$ cat src/rtl/wlrtd_cfg.svh
// Purpose: Constants for the accumulator-to-control-register transfer decoder
// Assumes: 10-bit instruction words, 4-bit accumulator
// Notes: Opcodes are full 10-bit matches
`ifndef WLRTD_CFG_SVH
`define WLRTD_CFG_SVH

// ==========================================
// Opcodes
`define WLRTD_OP_WAKEUP_CTL0 10'h21B
`define WLRTD_OP_WAKEUP_CTL1 10'h214
`define WLRTD_OP_WAKEUP_CTL2 10'h215
`define WLRTD_OP_LCD_CTL1 10'h20A

// ==========================================
// Reset values and widths
`define WLRTD_OP_W 10
`define WLRTD_ACC_W 4
`define WLRTD_CTL_RESET 4'h0
`define WLRTD_FLAG_RESET 1'b0
`define WLRTD_PC_STEP 1

`endif

$ cat src/rtl/wlrtd_pkg.sv
// Purpose: Types for the transfer decoder
// Assumes: Constants come from wlrtd_cfg.svh
// Notes: Nothing here is imported
`default_nettype none
`include "wlrtd_cfg.svh"

package wlrtd_pkg;

  // ==========================================
  // Decoded transfer targets, one-hot
  typedef enum logic [4:0] {
    WLRTD_T_NONE  = 5'b0_0001,
    WLRTD_T_WAKE0 = 5'b0_0010,
    WLRTD_T_WAKE1 = 5'b0_0100,
    WLRTD_T_WAKE2 = 5'b0_1000,
    WLRTD_T_LCD1  = 5'b1_0000
  } wlrtd_target_t;

  // ==========================================
  // Per-instruction effect bundle
  typedef struct packed {
    logic hit;
    logic pc_advance;
    logic skip_next;
    logic carry_write;
  } wlrtd_effect_t;

endpackage
`default_nettype wire

$ cat src/rtl/wlrtd_decode.sv
// Purpose: Combinational opcode decode for the four transfer instructions
// Assumes: Opcode is stable while valid is high
// Notes: Unknown opcodes decode to no target
`timescale 1ns/100ps
`default_nettype none
`include "wlrtd_cfg.svh"

module wlrtd_decode (
  input wire logic [`WLRTD_OP_W-1:0] opcode_in, // Instruction word
  input wire logic valid_in, // Word valid this cycle
  output wlrtd_pkg::wlrtd_target_t target_out, // Decoded target
  output wlrtd_pkg::wlrtd_effect_t effect_out // Side effects
);

  always_comb begin
    target_out = wlrtd_pkg::WLRTD_T_NONE;
    if (valid_in) begin
      case (opcode_in)
        `WLRTD_OP_WAKEUP_CTL0: target_out = wlrtd_pkg::WLRTD_T_WAKE0;
        `WLRTD_OP_WAKEUP_CTL1: target_out = wlrtd_pkg::WLRTD_T_WAKE1;
        `WLRTD_OP_WAKEUP_CTL2: target_out = wlrtd_pkg::WLRTD_T_WAKE2;
        `WLRTD_OP_LCD_CTL1: target_out = wlrtd_pkg::WLRTD_T_LCD1;
        default: target_out = wlrtd_pkg::WLRTD_T_NONE;
      endcase
    end
  end

  // Transfers never skip and never touch carry
  always_comb begin
    effect_out.hit = (target_out != wlrtd_pkg::WLRTD_T_NONE);
    effect_out.pc_advance = (target_out != wlrtd_pkg::WLRTD_T_NONE);
    effect_out.skip_next = 1'b0;
    effect_out.carry_write = 1'b0;
  end

endmodule // wlrtd_decode
`default_nettype wire

$ cat src/rtl/wlrtd_top.sv
// Purpose: Executes accumulator-to-control-register transfer instructions
// Assumes: Fetch stage on mclk_in presents one word per cycle with valid
// Notes: Each instruction completes in the cycle it is presented
//
// Operation
// - Opcode 21B copies accumulator into wakeup_ctl0
// - Opcode 214 copies accumulator into wakeup_ctl1
// - Opcode 215 copies accumulator into wakeup_ctl2
// - Opcode 20A copies accumulator into lcd_ctl1
`timescale 1ns/100ps
`default_nettype none
`include "wlrtd_cfg.svh"

module wlrtd_top (
  input wire logic mclk_in, // Core clock, 100 MHz
  input wire logic rst_in, // Synchronous reset, active high
  input wire logic [`WLRTD_OP_W-1:0] opcode_in, // Fetched instruction word
  input wire logic op_valid_in, // Instruction word valid
  input wire logic [`WLRTD_ACC_W-1:0] acc_in, // Accumulator contents
  input wire logic carry_flag_in, // Carry flag from core
  output logic [`WLRTD_ACC_W-1:0] wakeup_ctl0_out, // Key-on wakeup control 0
  output logic [`WLRTD_ACC_W-1:0] wakeup_ctl1_out, // Key-on wakeup control 1
  output logic [`WLRTD_ACC_W-1:0] wakeup_ctl2_out, // Key-on wakeup control 2
  output logic [`WLRTD_ACC_W-1:0] lcd_ctl1_out, // LCD control 1
  output logic carry_flag_out, // Carry flag, passed unchanged
  output logic done_out, // Transfer executed last cycle
  output logic pc_inc_out, // Advance PC by one word
  output logic skip_out // Skip next instruction
);

  wlrtd_pkg::wlrtd_target_t target;
  wlrtd_pkg::wlrtd_effect_t effect;
  logic [`WLRTD_ACC_W-1:0] wake0_q;
  logic [`WLRTD_ACC_W-1:0] wake1_q;
  logic [`WLRTD_ACC_W-1:0] wake2_q;
  logic [`WLRTD_ACC_W-1:0] lcd1_q;
  logic carry_q;
  logic done_q;
  logic pc_inc_q;
  logic skip_q;

  // ==========================================
  // Decode
  wlrtd_decode u_decode (
    .opcode_in(opcode_in),
    .valid_in(op_valid_in),
    .target_out(target),
    .effect_out(effect)
  );

  // ==========================================
  // Control registers, single-cycle write
  always_ff @(posedge mclk_in) begin
    if (rst_in) begin
      wake0_q <= `WLRTD_CTL_RESET;
    end else if (target == wlrtd_pkg::WLRTD_T_WAKE0) begin
      wake0_q <= acc_in;
    end
  end

  always_ff @(posedge mclk_in) begin
    if (rst_in) begin
      wake1_q <= `WLRTD_CTL_RESET;
    end else if (target == wlrtd_pkg::WLRTD_T_WAKE1) begin
      wake1_q <= acc_in;
    end
  end

  always_ff @(posedge mclk_in) begin
    if (rst_in) begin
      wake2_q <= `WLRTD_CTL_RESET;
    end else if (target == wlrtd_pkg::WLRTD_T_WAKE2) begin
      wake2_q <= acc_in;
    end
  end

  always_ff @(posedge mclk_in) begin
    if (rst_in) begin
      lcd1_q <= `WLRTD_CTL_RESET;
    end else if (target == wlrtd_pkg::WLRTD_T_LCD1) begin
      lcd1_q <= acc_in;
    end
  end

  // ==========================================
  // Core side effects
  // Carry is only ever reflected, so a transfer cannot disturb it
  always_ff @(posedge mclk_in) begin
    if (rst_in) begin
      carry_q <= `WLRTD_FLAG_RESET;
    end else begin
      carry_q <= carry_flag_in;
    end
  end

  always_ff @(posedge mclk_in) begin
    if (rst_in) begin
      done_q <= `WLRTD_FLAG_RESET;
      pc_inc_q <= `WLRTD_FLAG_RESET;
      skip_q <= `WLRTD_FLAG_RESET;
    end else begin
      done_q <= effect.hit;
      pc_inc_q <= effect.pc_advance;
      skip_q <= effect.skip_next;
    end
  end

  assign wakeup_ctl0_out = wake0_q;
  assign wakeup_ctl1_out = wake1_q;
  assign wakeup_ctl2_out = wake2_q;
  assign lcd_ctl1_out = lcd1_q;
  assign carry_flag_out = carry_q;
  assign done_out = done_q;
  assign pc_inc_out = pc_inc_q;
  assign skip_out = skip_q;
endmodule // wlrtd_top
`default_nettype wire

$ cat config.mk
export PLATFORM = sky130hd
export DESIGN_NAME = wlrtd_top
export DESIGN_NICKNAME = d
export VERILOG_FILES = /design/src/rtl/wlrtd_pkg.sv /design/src/rtl/wlrtd_decode.sv /design/src/rtl/wlrtd_top.sv
export VERILOG_INCLUDE_DIRS = /design/src /design/src/rtl
export SDC_FILE = /design/constraint.sdc
export NUM_CORES = 1
export LEC_CHECK = 0
export ABC_AREA = 1
export BUFFER_PORTS_ARGS = -buffer_cell sky130_fd_sc_hd__buf_4
export CORE_ASPECT_RATIO = 1.1
export CORE_MARGIN = 2
export CORE_UTILIZATION = 45
export CTS_BUF_LIST = sky130_fd_sc_hd__clkbuf_16
export CTS_CLUSTER_DIAMETER = 120
export DETAILED_ROUTE_END_ITERATION = 8
export HOLD_SLACK_MARGIN = 0.06
export PLACE_DENSITY = 0.77
export REMOVE_ABC_BUFFERS = 1
export SLEW_MARGIN = 20
export SYNTH_ARGS = -nofsm -noshare
export SYNTH_HDL_FRONTEND = slang
export SYNTH_SLANG_ARGS = --single-unit
$ cat constraint.sdc
create_clock -name mclk_in -period 0.9 [get_ports mclk_in]
set_input_delay 0.135 -clock mclk_in [delete_from_list [all_inputs] [get_ports mclk_in]]
set_output_delay 0.135 -clock mclk_in [all_outputs]
set_load 0.005 [all_outputs]
== Yosys cells after proc, flatten, opt, wreduce, memory -nomap -nowiden ==
Index checks and enable logic that the tools add are counted.

* Bits in latches: 0
* Output and inout port bits: 20
* Register bits: 18
* Input port bits: 18
* ROM bits: 0
* Logic and storage cells: 17
* Memories: 0
* RAM bits: 0

* Div/mod/pow operators: 0
* $lt $le $gt $ge: 0
* Eq/ne operators: 9
* $add $sub $neg: 0
* Multiply operators: 0
* Shift operators: 0
* Multiplexer cells: 2
* Reductions and logical operators: 0
* Bitwise logic cells: 0

{| class="wikitable"
|+ Operator list
! operator !! number
|-
| 10-bit equality test, second input constant || 4
|-
| 5-bit case mux with 4 select lines || 1
|-
| 5-bit by 2-bit equality test with 1-bit output, second input constant || 1
|-
| 5-bit by 3-bit equality test with 1-bit output, second input constant || 1
|-
| 5-bit by 4-bit equality test with 1-bit output, second input constant || 1
|-
| 5-bit equality test, second input constant || 1
|-
| 5-bit two-way mux || 1
|-
| 5-bit by 1-bit inequality test with 1-bit output, second input constant || 1
|}

== Depth between registers and ports, before layout ==
Gate-level depths: netlist of run 1.

* Word-level depth: 4
* Mapped depth: 9
* Depth with buffers taken out: 9

== Cells and area by module ==
From an unflattened synthesis of run 1, not the netlist that was laid out.

* Cell total of the unflattened synthesis: 178
* Area, all modules: 1111.1 µm²

{| class="wikitable"
|+ By module, submodules not included
! module !! instances !! area each (µm²) !! cells each !! seq. area each (µm²)
|-
| wlrtd_top || 1 || 872.1 || 127 || 400.4
|-
| wlrtd_decode || 1 || 239.0 || 51 || 0.0
|}

== Worst setup path after synthesis of run 1 ==
OpenSTA, ideal clock, no wires.

* Path kind: input to register
* Start point: input opcode_in[7]
* End point: register lcd1_q[0] (netlist: lcd_ctl1_out[0])
* Arrival: 748 ps
* Required time: 785 ps
* Stages on the path: 6
* Buffers on the path: 0
* Setup slack: 37 ps
* Cells stage by stage: nor2_2 nand3_2 nor2_4 nand2_2 o21ai_1 nor2_1

* Word-level cells in the longest chain between the ends: 4

{| class="wikitable"
|+ RTL lines
! element !! line !! source
|-
| from (decl) || wlrtd_top.sv:17 || <nowiki>input wire logic [`WLRTD_OP_W-1:0] opcode_in,</nowiki>
|-
| 10-bit equality test || wlrtd_decode.sv:18 || <nowiki>case (opcode_in)</nowiki>
|-
| 5-bit case mux with 4 select lines * || wlrtd_decode.sv:18 ||
|-
| 5-bit two-way mux * || wlrtd_decode.sv:17 || <nowiki>if (valid_in) begin</nowiki>
|-
| 5-bit equality test * || wlrtd_top.sv:80 || <nowiki>end else if (target == wlrtd_pkg::WLRTD_T_LCD1) begin</nowiki>
|-
| to (signal assigned) || wlrtd_top.sv:79 || <nowiki>lcd1_q <= `WLRTD_CTL_RESET;</nowiki>
|-
| to (signal assigned) || wlrtd_top.sv:81 || <nowiki>lcd1_q <= acc_in;</nowiki>
|-
| to (decl) || wlrtd_top.sv:36 || <nowiki>logic [`WLRTD_ACC_W-1:0] lcd1_q;</nowiki>
|}

Mark *: on every way between the ends. The rest lies on a longest branch, timed or not.
A chain may end at the register's enable or synchronous reset.

== Worst setup path after layout of run 1 ==
* Start point: register wake1_q[3] (netlist: wakeup_ctl1_out[3])
* End point: output wakeup_ctl1_out[3]

{| class="wikitable"
|+ RTL lines
! element !! line !! source
|-
| from (decl) || wlrtd_top.sv:34 || <nowiki>logic [`WLRTD_ACC_W-1:0] wake1_q;</nowiki>
|-
| from (signal assigned) || wlrtd_top.sv:63 || <nowiki>wake1_q <= `WLRTD_CTL_RESET;</nowiki>
|-
| from (signal assigned) || wlrtd_top.sv:65 || <nowiki>wake1_q <= acc_in;</nowiki>
|-
| to (decl) || wlrtd_top.sv:22 || <nowiki>output logic [`WLRTD_ACC_W-1:0] wakeup_ctl1_out,</nowiki>
|}

No word-level cell between the ends.

==> results by group, run 1 <==
Status
  – Outcome: complete, no violations

Clock network
  – Clk Latency, worst-skew pair: 0.24 ns
  – Inserted Clock Buffers: 3
  – TritonCTS clock tree: done
  – CTS max path bufs: 2
  – CTS sink count: 18
  – CTS clk-pin slew, worst paths: 0.05 ns
  – H-Tree Depth: 1
  – Root buffer cell: clkbuf_16
  – Setup Fix Bufs, Post-CTS: 0

Die
  – Height of the chip: 50.0 µm
  – Std cell rows: 16
  – I/O pin cnt: 38
  – Die ar.: 2290 µm²
  – Chip Width: 45.8 µm
  – Core area: 1800 µm²
  – Starting Density: just under 50%

Final layout
  – Layout cells sized above 1: 34.7%
  – Area growth, synth to finish: 43.8%
  – Diodes inserted: 0
  – Finished Layout Cells: 185
  – Final nets: between 150 and 200

Setup path
  – Worst Path Required: 0.76 ns
  – WP data arrival: roughly 0.70 ns
  – Endpoint class of the critical path: primary output
  – Kind of start point of the critical path: flip-flop
  – CP delay by family, top: flip-flops
  – Crit path cell chain: buf_4
  – Critical Path Max Stage Delay: 0.34 ns
  – Buf+Inv Stages, Crit Path: 1
  – Critical path class: reg2out
  – Worst path slowest cell: dfxtp_1
  – CP max FO: 2

Synthesis
  – Synth top area share: 41.6%
  – Syn. warnings: 0
  – Synthesized area per cell: 6.71 µm²
  – Top-count cell post-synth: nor2_1
  – Asr flop ratio synth: 0%
  – Synth area leaders: dfxtp_1 42%, nor2_1 13%, nand2_1 12%, inv_1 7.4%, a21oi_1 4.6%
  – Sequential area share after synthesis: approximately two fifths
  – Number of flops mapped to enable cells by yosys: 0
  – Top_reg_cell synth: dfxtp_1
  – Largest area contributor in the netlist: dfxtp_1
  – Synth Instances: ~130
  – #FFs+latches synth: 18
  – Synth top cells by count: 29 x nor2_1, 28 x nand2_1, 18 x dfxtp_1
  – Area of the mapped netlist: 866 µm²
  – Distinct cell type count after synthesis: 16

Power and ir drop
  – Worst vdd ir: about 1100 µV
  – Pwr dens: 1460 nW/µm²
  – P_leak: 0.635 nW

STA
  – Fin crit period: roughly 0.84 ns
  – Final hold violation count: 0
  – Period utilization: 93.3%
  – Final Hold Slack: 0.0937 ns
  – Fmax: 1.19 GHz
  – Setup Viol. Count Final: 0
  – RSZ-0062 raised after global routing: no
  – Slew Viols, Final: 0
  – Final Skew: 0 ns

Drt
  – Vias/cell: 4.68
  – Routed WL: slightly below 2000 µm
  – DRT Pass-1 Iters: 4
  – DRC: 0
  – WL/cell: 10.5 µm
  – Drt initial violations: 11
  – Via Count: 865
  – Antenna viol nets, final: 0

Place
  – Placed cells: roughly 180
  – Port bufs: 36
  – Hpwl dp: 1470 µm
  – Final GP Congestion: 0.767

Flow run
  – Maximum Capacitance Violations: 0

Global route
  – Total gr overflow: 0
  – Initial antenna violation count: 0
  – Vias in the first global route: 762
  – Aggregate global-route resource usage: between 15 and 20%
  – Largest net degree at the start of global routing: 14
  – First-pass GRT wire length: 3000 µm

Worst hold path
  – Hold Path Class: in2reg
through the flow:
stage	total power, mW	area (µm²)	TNS, ns	util [%]	worst slack (ns)
2_1_floorplan	0.865	835	0	-	0.0369
6_report	1.82	1240	0	69.1	0.0600
3_5_place_dp	0.968	1150	-2.77	63.8	-0.193
4_1_cts	1.83	1220	0	68.0	0.0433
5_1_grt	1.88	1240	0	69.1	0.00376
3_3_place_gp	0.965	1150	-2.33	63.8	-0.164
cells in the final DEF, fill, tap and decap left out:
cell type / n
nand2_1: 27
inv_2: 1
buf_4: 39
nor2_4: 4
nand2_4: 1
dfxtp_1: 18
clkbuf_16: 3
nand3_2: 2
a21oi_1: 8
inv_1: 17
conb_1: 1
nand2_2: 3
o21ai_1: 4
nand3_1: 6
nor2_1: 28
nor2_2: 5
state kept, by name, summed over array words and instances, names as in the netlist:
register / flops
carry_flag_out: 1
lcd_ctl1_out: 4
pc_inc_out: 1
wakeup_ctl0_out: 4
wakeup_ctl1_out: 4
wakeup_ctl2_out: 4
cell families (layout without fill, tap and decap cells):
family | count (synthesis) | count (layout) | synth area share (%)
and+or+nand+nor | 76 | 76 | 39.6
buffers and inverters | 22 | 60 | 11.4
DFF | 18 | 18 | 41.6
AOI/OAI and AO/OA | 12 | 12 | 6.94
other | 1 | 1 | 0.433
power breakdown:
part | internal (mW) | switching [mW] | leakage (nW)
clock network | 0.584 | 0.278 | 0.0370
registers | 0.801 | 0.000790 | 0.145
logic | 0.0750 | 0.0821 | 0.452
total | 1.46 | 0.361 | 0.635
worst paths after layout:
path | end | depth (start not counted) | slack, ns | startpoint
min reg2reg | wakeup_ctl1_out[2] | 2 | 0.47 | wakeup_ctl1_out[2]
max reg2reg | wakeup_ctl2_out[3] | 4 | 0.29 | wakeup_ctl2_out[3]
max | wakeup_ctl1_out[3] | 1 | 0.06 | wakeup_ctl1_out[3]
min | carry_flag_out | 3 | 0.09 | carry_flag_in
cell type report:
| class | instances | area [µm²] |
|---|---|---|
| clock buffers | 3 | 75.1 |
| inverters | 18 | 67.6 |
| multi-input cells | 89 | 427 |
| fillers | 155 | 557 |
| well taps | 18 | 22.5 |
| repair buffers | 39 | 293 |
| flip-flops and latches | 18 | 360 |
metal layers:
metal	track usage, %	vias to the layer above	wire length, µm
li1	-	463	-
met1	21.6	372	828
met4	7.14	0	32
met2	29.8	25	978
met3	3.30	5	106
met5	0	-	0
worst register-to-register path: stages, from the launching register on:
cell	delay [ns]
dfxtp_1	0.33
inv_1	0.04
nand2_1	0.06
nand2_1	0.05
nor2_1	0.07
timing repair:
item	CTS	global route
hold buffers	0	0
resized for setup	0	5
setup endpoints to repair	0	13
Power figures use the tool's default switching activity.
==> run 2, diff against run 1 <==
Settings changed: ABC_AREA 1 to default, CORE_UTILIZATION 45 to 44, SLEW_MARGIN 20 to 25.
==> run 2 against run 1 <==
Synthesized area shrank 9.8%. The flow now finishes with violations (negative setup slack). Clock skew is the same. Total power grew 3.5%. Clock power grew 2.7%.
==> results by group, run 2 <==
STA
  – Fin worst setup slack: -0.232 ns (-0.292 ns)
  – Final hold violation count: 0 (unchanged)
  – Setup TNS: -2.83 ns (-2.83 ns)
  – RSZ-0062 raised after global routing: yes
  – Fin crit period: 1.13 ns (+0.292 ns)
  – Setup Viol. Count Final: 17 (+17)
  – Period utilization: 126% (+32 points)
  – Final Skew: 0 ns (unchanged)
  – Slew Viols, Final: 0 (unchanged)
  – Fmax: 0.883 GHz (-26%)

Status
  – Failing checks: negative setup slack
  – Outcome: finished, violations left

Final layout
  – Commonest non-fill, non-tap cell in the layout: buf_4
  – Area growth, synth to finish: 67.9%
  – Most frequent cells in the layout: 39 x buf_4, 18 x dfxtp_1, 12 x o21ai_1
  – Diodes inserted: 0 (unchanged)
  – Final nets: 148 (-21%)
  – Layout cells sized above 1: 48.1% (+13 points)

Synthesis
  – Synth Instances: 81 (-37%)
  – Synth area leaders: dfxtp_1 46%, nand3b_1 7.7%, mux2i_1 5.1%, o21ai_0 5.1%, o21ai_1 5.1%
  – Asr flop ratio synth: 0% (unchanged)
  – Number of flops mapped to enable cells by yosys: 0 (unchanged)
  – Distinct cell type count after synthesis: 26 (+10)
  – Top-count cell post-synth: dfxtp_1
  – Largest area contributor in the netlist: dfxtp_1
  – Syn. warnings: 0 (unchanged)
  – Top_reg_cell synth: dfxtp_1
  – Sequential area share after synthesis: 46.2% (+4.5 points)
  – Synthesized area per cell: 9.64 µm² (+44%)
  – Area of the mapped netlist: 781 µm² (-9.8%)
  – Synth top cells by count: 18 x dfxtp_1, 8 x nand3b_1, 8 x o21ai_0, 8 x o21ai_1
  – Synth top area share: 46.2% (+4.5 points)
  – #FFs+latches synth: 18 (unchanged)

Global route
  – Vias in the first global route: 778 (+2.1%)
  – Initial antenna violation count: 0 (unchanged)
  – Aggregate global-route resource usage: 21.7% (+3.9 points)
  – First-pass GRT wire length: 3280 µm (+9.2%)
  – Largest net degree at the start of global routing: 23 (+9)
  – Total gr overflow: 0 (unchanged)

Setup path
  – Crit path cell chain: buf_6 -> nor4b_4 -> or4b_4 -> nand3b_1 -> o21ai_1
  – CP max FO: 8 (+6)
  – Worst Path Required: 1.03 ns (+0.27 ns)
  – Worst path slowest cell: or4b_4
  – Kind of start point of the critical path: input pin
  – Critical path class: in2reg
  – WP data arrival: 1.26 ns (+0.56 ns)
  – Endpoint class of the critical path: flip-flop
  – Critical Path Max Stage Delay: 0.55 ns (+0.21 ns)

Clock network
  – Hold Buf Count CTS: 0 (unchanged)
  – CTS clk-pin slew, worst paths: 0.05 ns (about the same)
  – Inserted Clock Buffers: 3 (unchanged)
  – TritonCTS clock tree: done
  – Clk Latency, worst-skew pair: 0.25 ns (about the same)
  – CTS max path bufs: 2 (unchanged)
  – H-Tree Depth: 1 (unchanged)
  – Root buffer cell: clkbuf_16
  – CTS sink count: 18 (unchanged)

Power and ir drop
  – Comb pwr share: 10.5% (+1.9 points)
  – Part of the power in the clock network: 47.0% (-0.3 points)
  – Reg power frac: 42.5% (-1.5 points)
  – Pwr dens: 1440 nW/µm² (-1.7%)
  – Power Internal: 1.51 mW (+3.4%)
  – Worst vdd ir: 1160 µV (+6.9%)
  – P_sw: 0.375 mW (+3.9%)
  – Net Sw Frac: 19.9% (+0.080 points)
  – P_leak: 0.569 nW (-10%)

Drt
  – Antenna viol nets, final: 0 (unchanged)
  – WL met2: 1070 µm (+9.4%)
  – Via Count: 769 (-11%)
  – DRC: 0 (unchanged)
  – Drt initial violations: 17 (+6)
  – WL/cell: 14.2 µm (+35%)
  – DRT Pass-1 Iters: 4 (unchanged)
  – Metal3 WL: 204 µm (+92%)
  – DRT met1 WL: 782 µm (-5.6%)
  – Vias/cell: 5.27 (+13%)
  – Routed WL: 2080 µm (+6.9%)
  – Top layer in use: met4

Place
  – Port bufs: 36 (unchanged)
  – Hpwl dp: 1450 µm (-1.1%)
  – Setup WS pre-CTS: -0.640 ns (-0.447 ns)
  – Final GP Congestion: 0.814 (+6.1%)

Die
  – Starting Density: 48.4% (+0.32 points)
  – Die ar.: 2130 µm² (-7.1%)
  – I/O pin cnt: 38 (unchanged)
  – Std cell rows: 15 (-1)
  – Core area: 1610 µm² (-10%)
  – Chip Width: 44.2 µm (-3.6%)
  – Height of the chip: 48.2 µm (-3.6%)

Flow run
  – Maximum Capacitance Violations: 0 (unchanged)

Worst hold path
  – Hold Path Class: in2reg
## run 2: cell count changes after synthesis, sizes merged, moves of 4 or more
cell | previous run | this run
a21oi | 8 | 1
inv | 18 | 1
mux2i | 0 | 4
nand2 | 31 | 1
nand2b | 0 | 5
nand3 | 8 | 0
nand3b | 0 | 8
nor2 | 37 | 4
nor2b | 0 | 5
o21ai | 4 | 16
## run 2: worst paths after layout
| check | from | end | slack, ns | depth (start not counted) |
|---|---|---|---|---|
| worst max-delay path | opcode_in[7] | wakeup_ctl0_out[2] | -0.23 | 5 |
| worst min-delay path | carry_flag_in | carry_flag_out | 0.10 | 2 |
| worst max register to register | wakeup_ctl1_out[0] | wakeup_ctl1_out[0] | 0.14 | 3 |
| worst min register to register | wakeup_ctl2_out[2] | wakeup_ctl2_out[2] | 0.48 | 2 |
## run 2: cell type report
class | instances | area [µm²]
clock buffer | 3 | 75.1
fill | 101 | 303
clock inverter | 1 | 3.75
sequential | 18 | 360
timing repair buffer | 49 | 409
multi-input combinational | 57 | 438
tap | 17 | 21.3
inverter | 1 | 3.75
## run 2: per-layer routing
layer	up-vias	GRT usage, %
li1	377	-
met1	348	21.7
met2	40	41.8
met3	4	6.67
met4	0	10.3
met5	-	0
## run 2: worst max-delay path: cells and delay by family
kind            cells  cell delay [ns]
buf+inv             1             0.10
compound gates      1             0.07
simple gates        3             0.96
## run 2: power groups by stage
stage                     combinational [mW]  clock [mW]  sequential (mW)
after floorplan                       0.0408           0            0.818
after global placement                 0.153           0            0.818
after detailed placement               0.156           0            0.818
after CTS                              0.184       0.895            0.801
after global routing                   0.214       0.925            0.800
final                                  0.199       0.885            0.801
## run 2: cell families after synthesis
group           Yosys count  share of synthesized area (%)
simple gates             34                           31.9
mux                       4                           5.13
other cells               1                          0.480
compound gates           18                           12.3
buf+inv                   6                           4.01
flops                    18                           46.2
## run 2: timing repair
item	4_1_cts	5_1_grt
pin swaps	8	9
hold endpoints to repair	0	0
setup endpoints to repair	17	17
setup buffers	2	2
resized for setup	17	10
## run 2: stage by stage
| stage | hold slack (ns) | power [mW] | std cells | cell area [µm²] | utilization [%] |
|---|---|---|---|---|---|
| floorplan | 0.204 | 0.859 | 76 | 753 | - |
| global placement | 0.355 | 0.970 | 138 | 1110 | 68.9 |
| detailed placement | 0.360 | 0.973 | 138 | 1110 | 68.9 |
| CTS | 0.106 | 1.88 | 144 | 1270 | 78.9 |
| global route | 0.110 | 1.94 | 146 | 1310 | 81.2 |
| finish | 0.104 | 1.88 | 146 | 1310 | 81.2 |
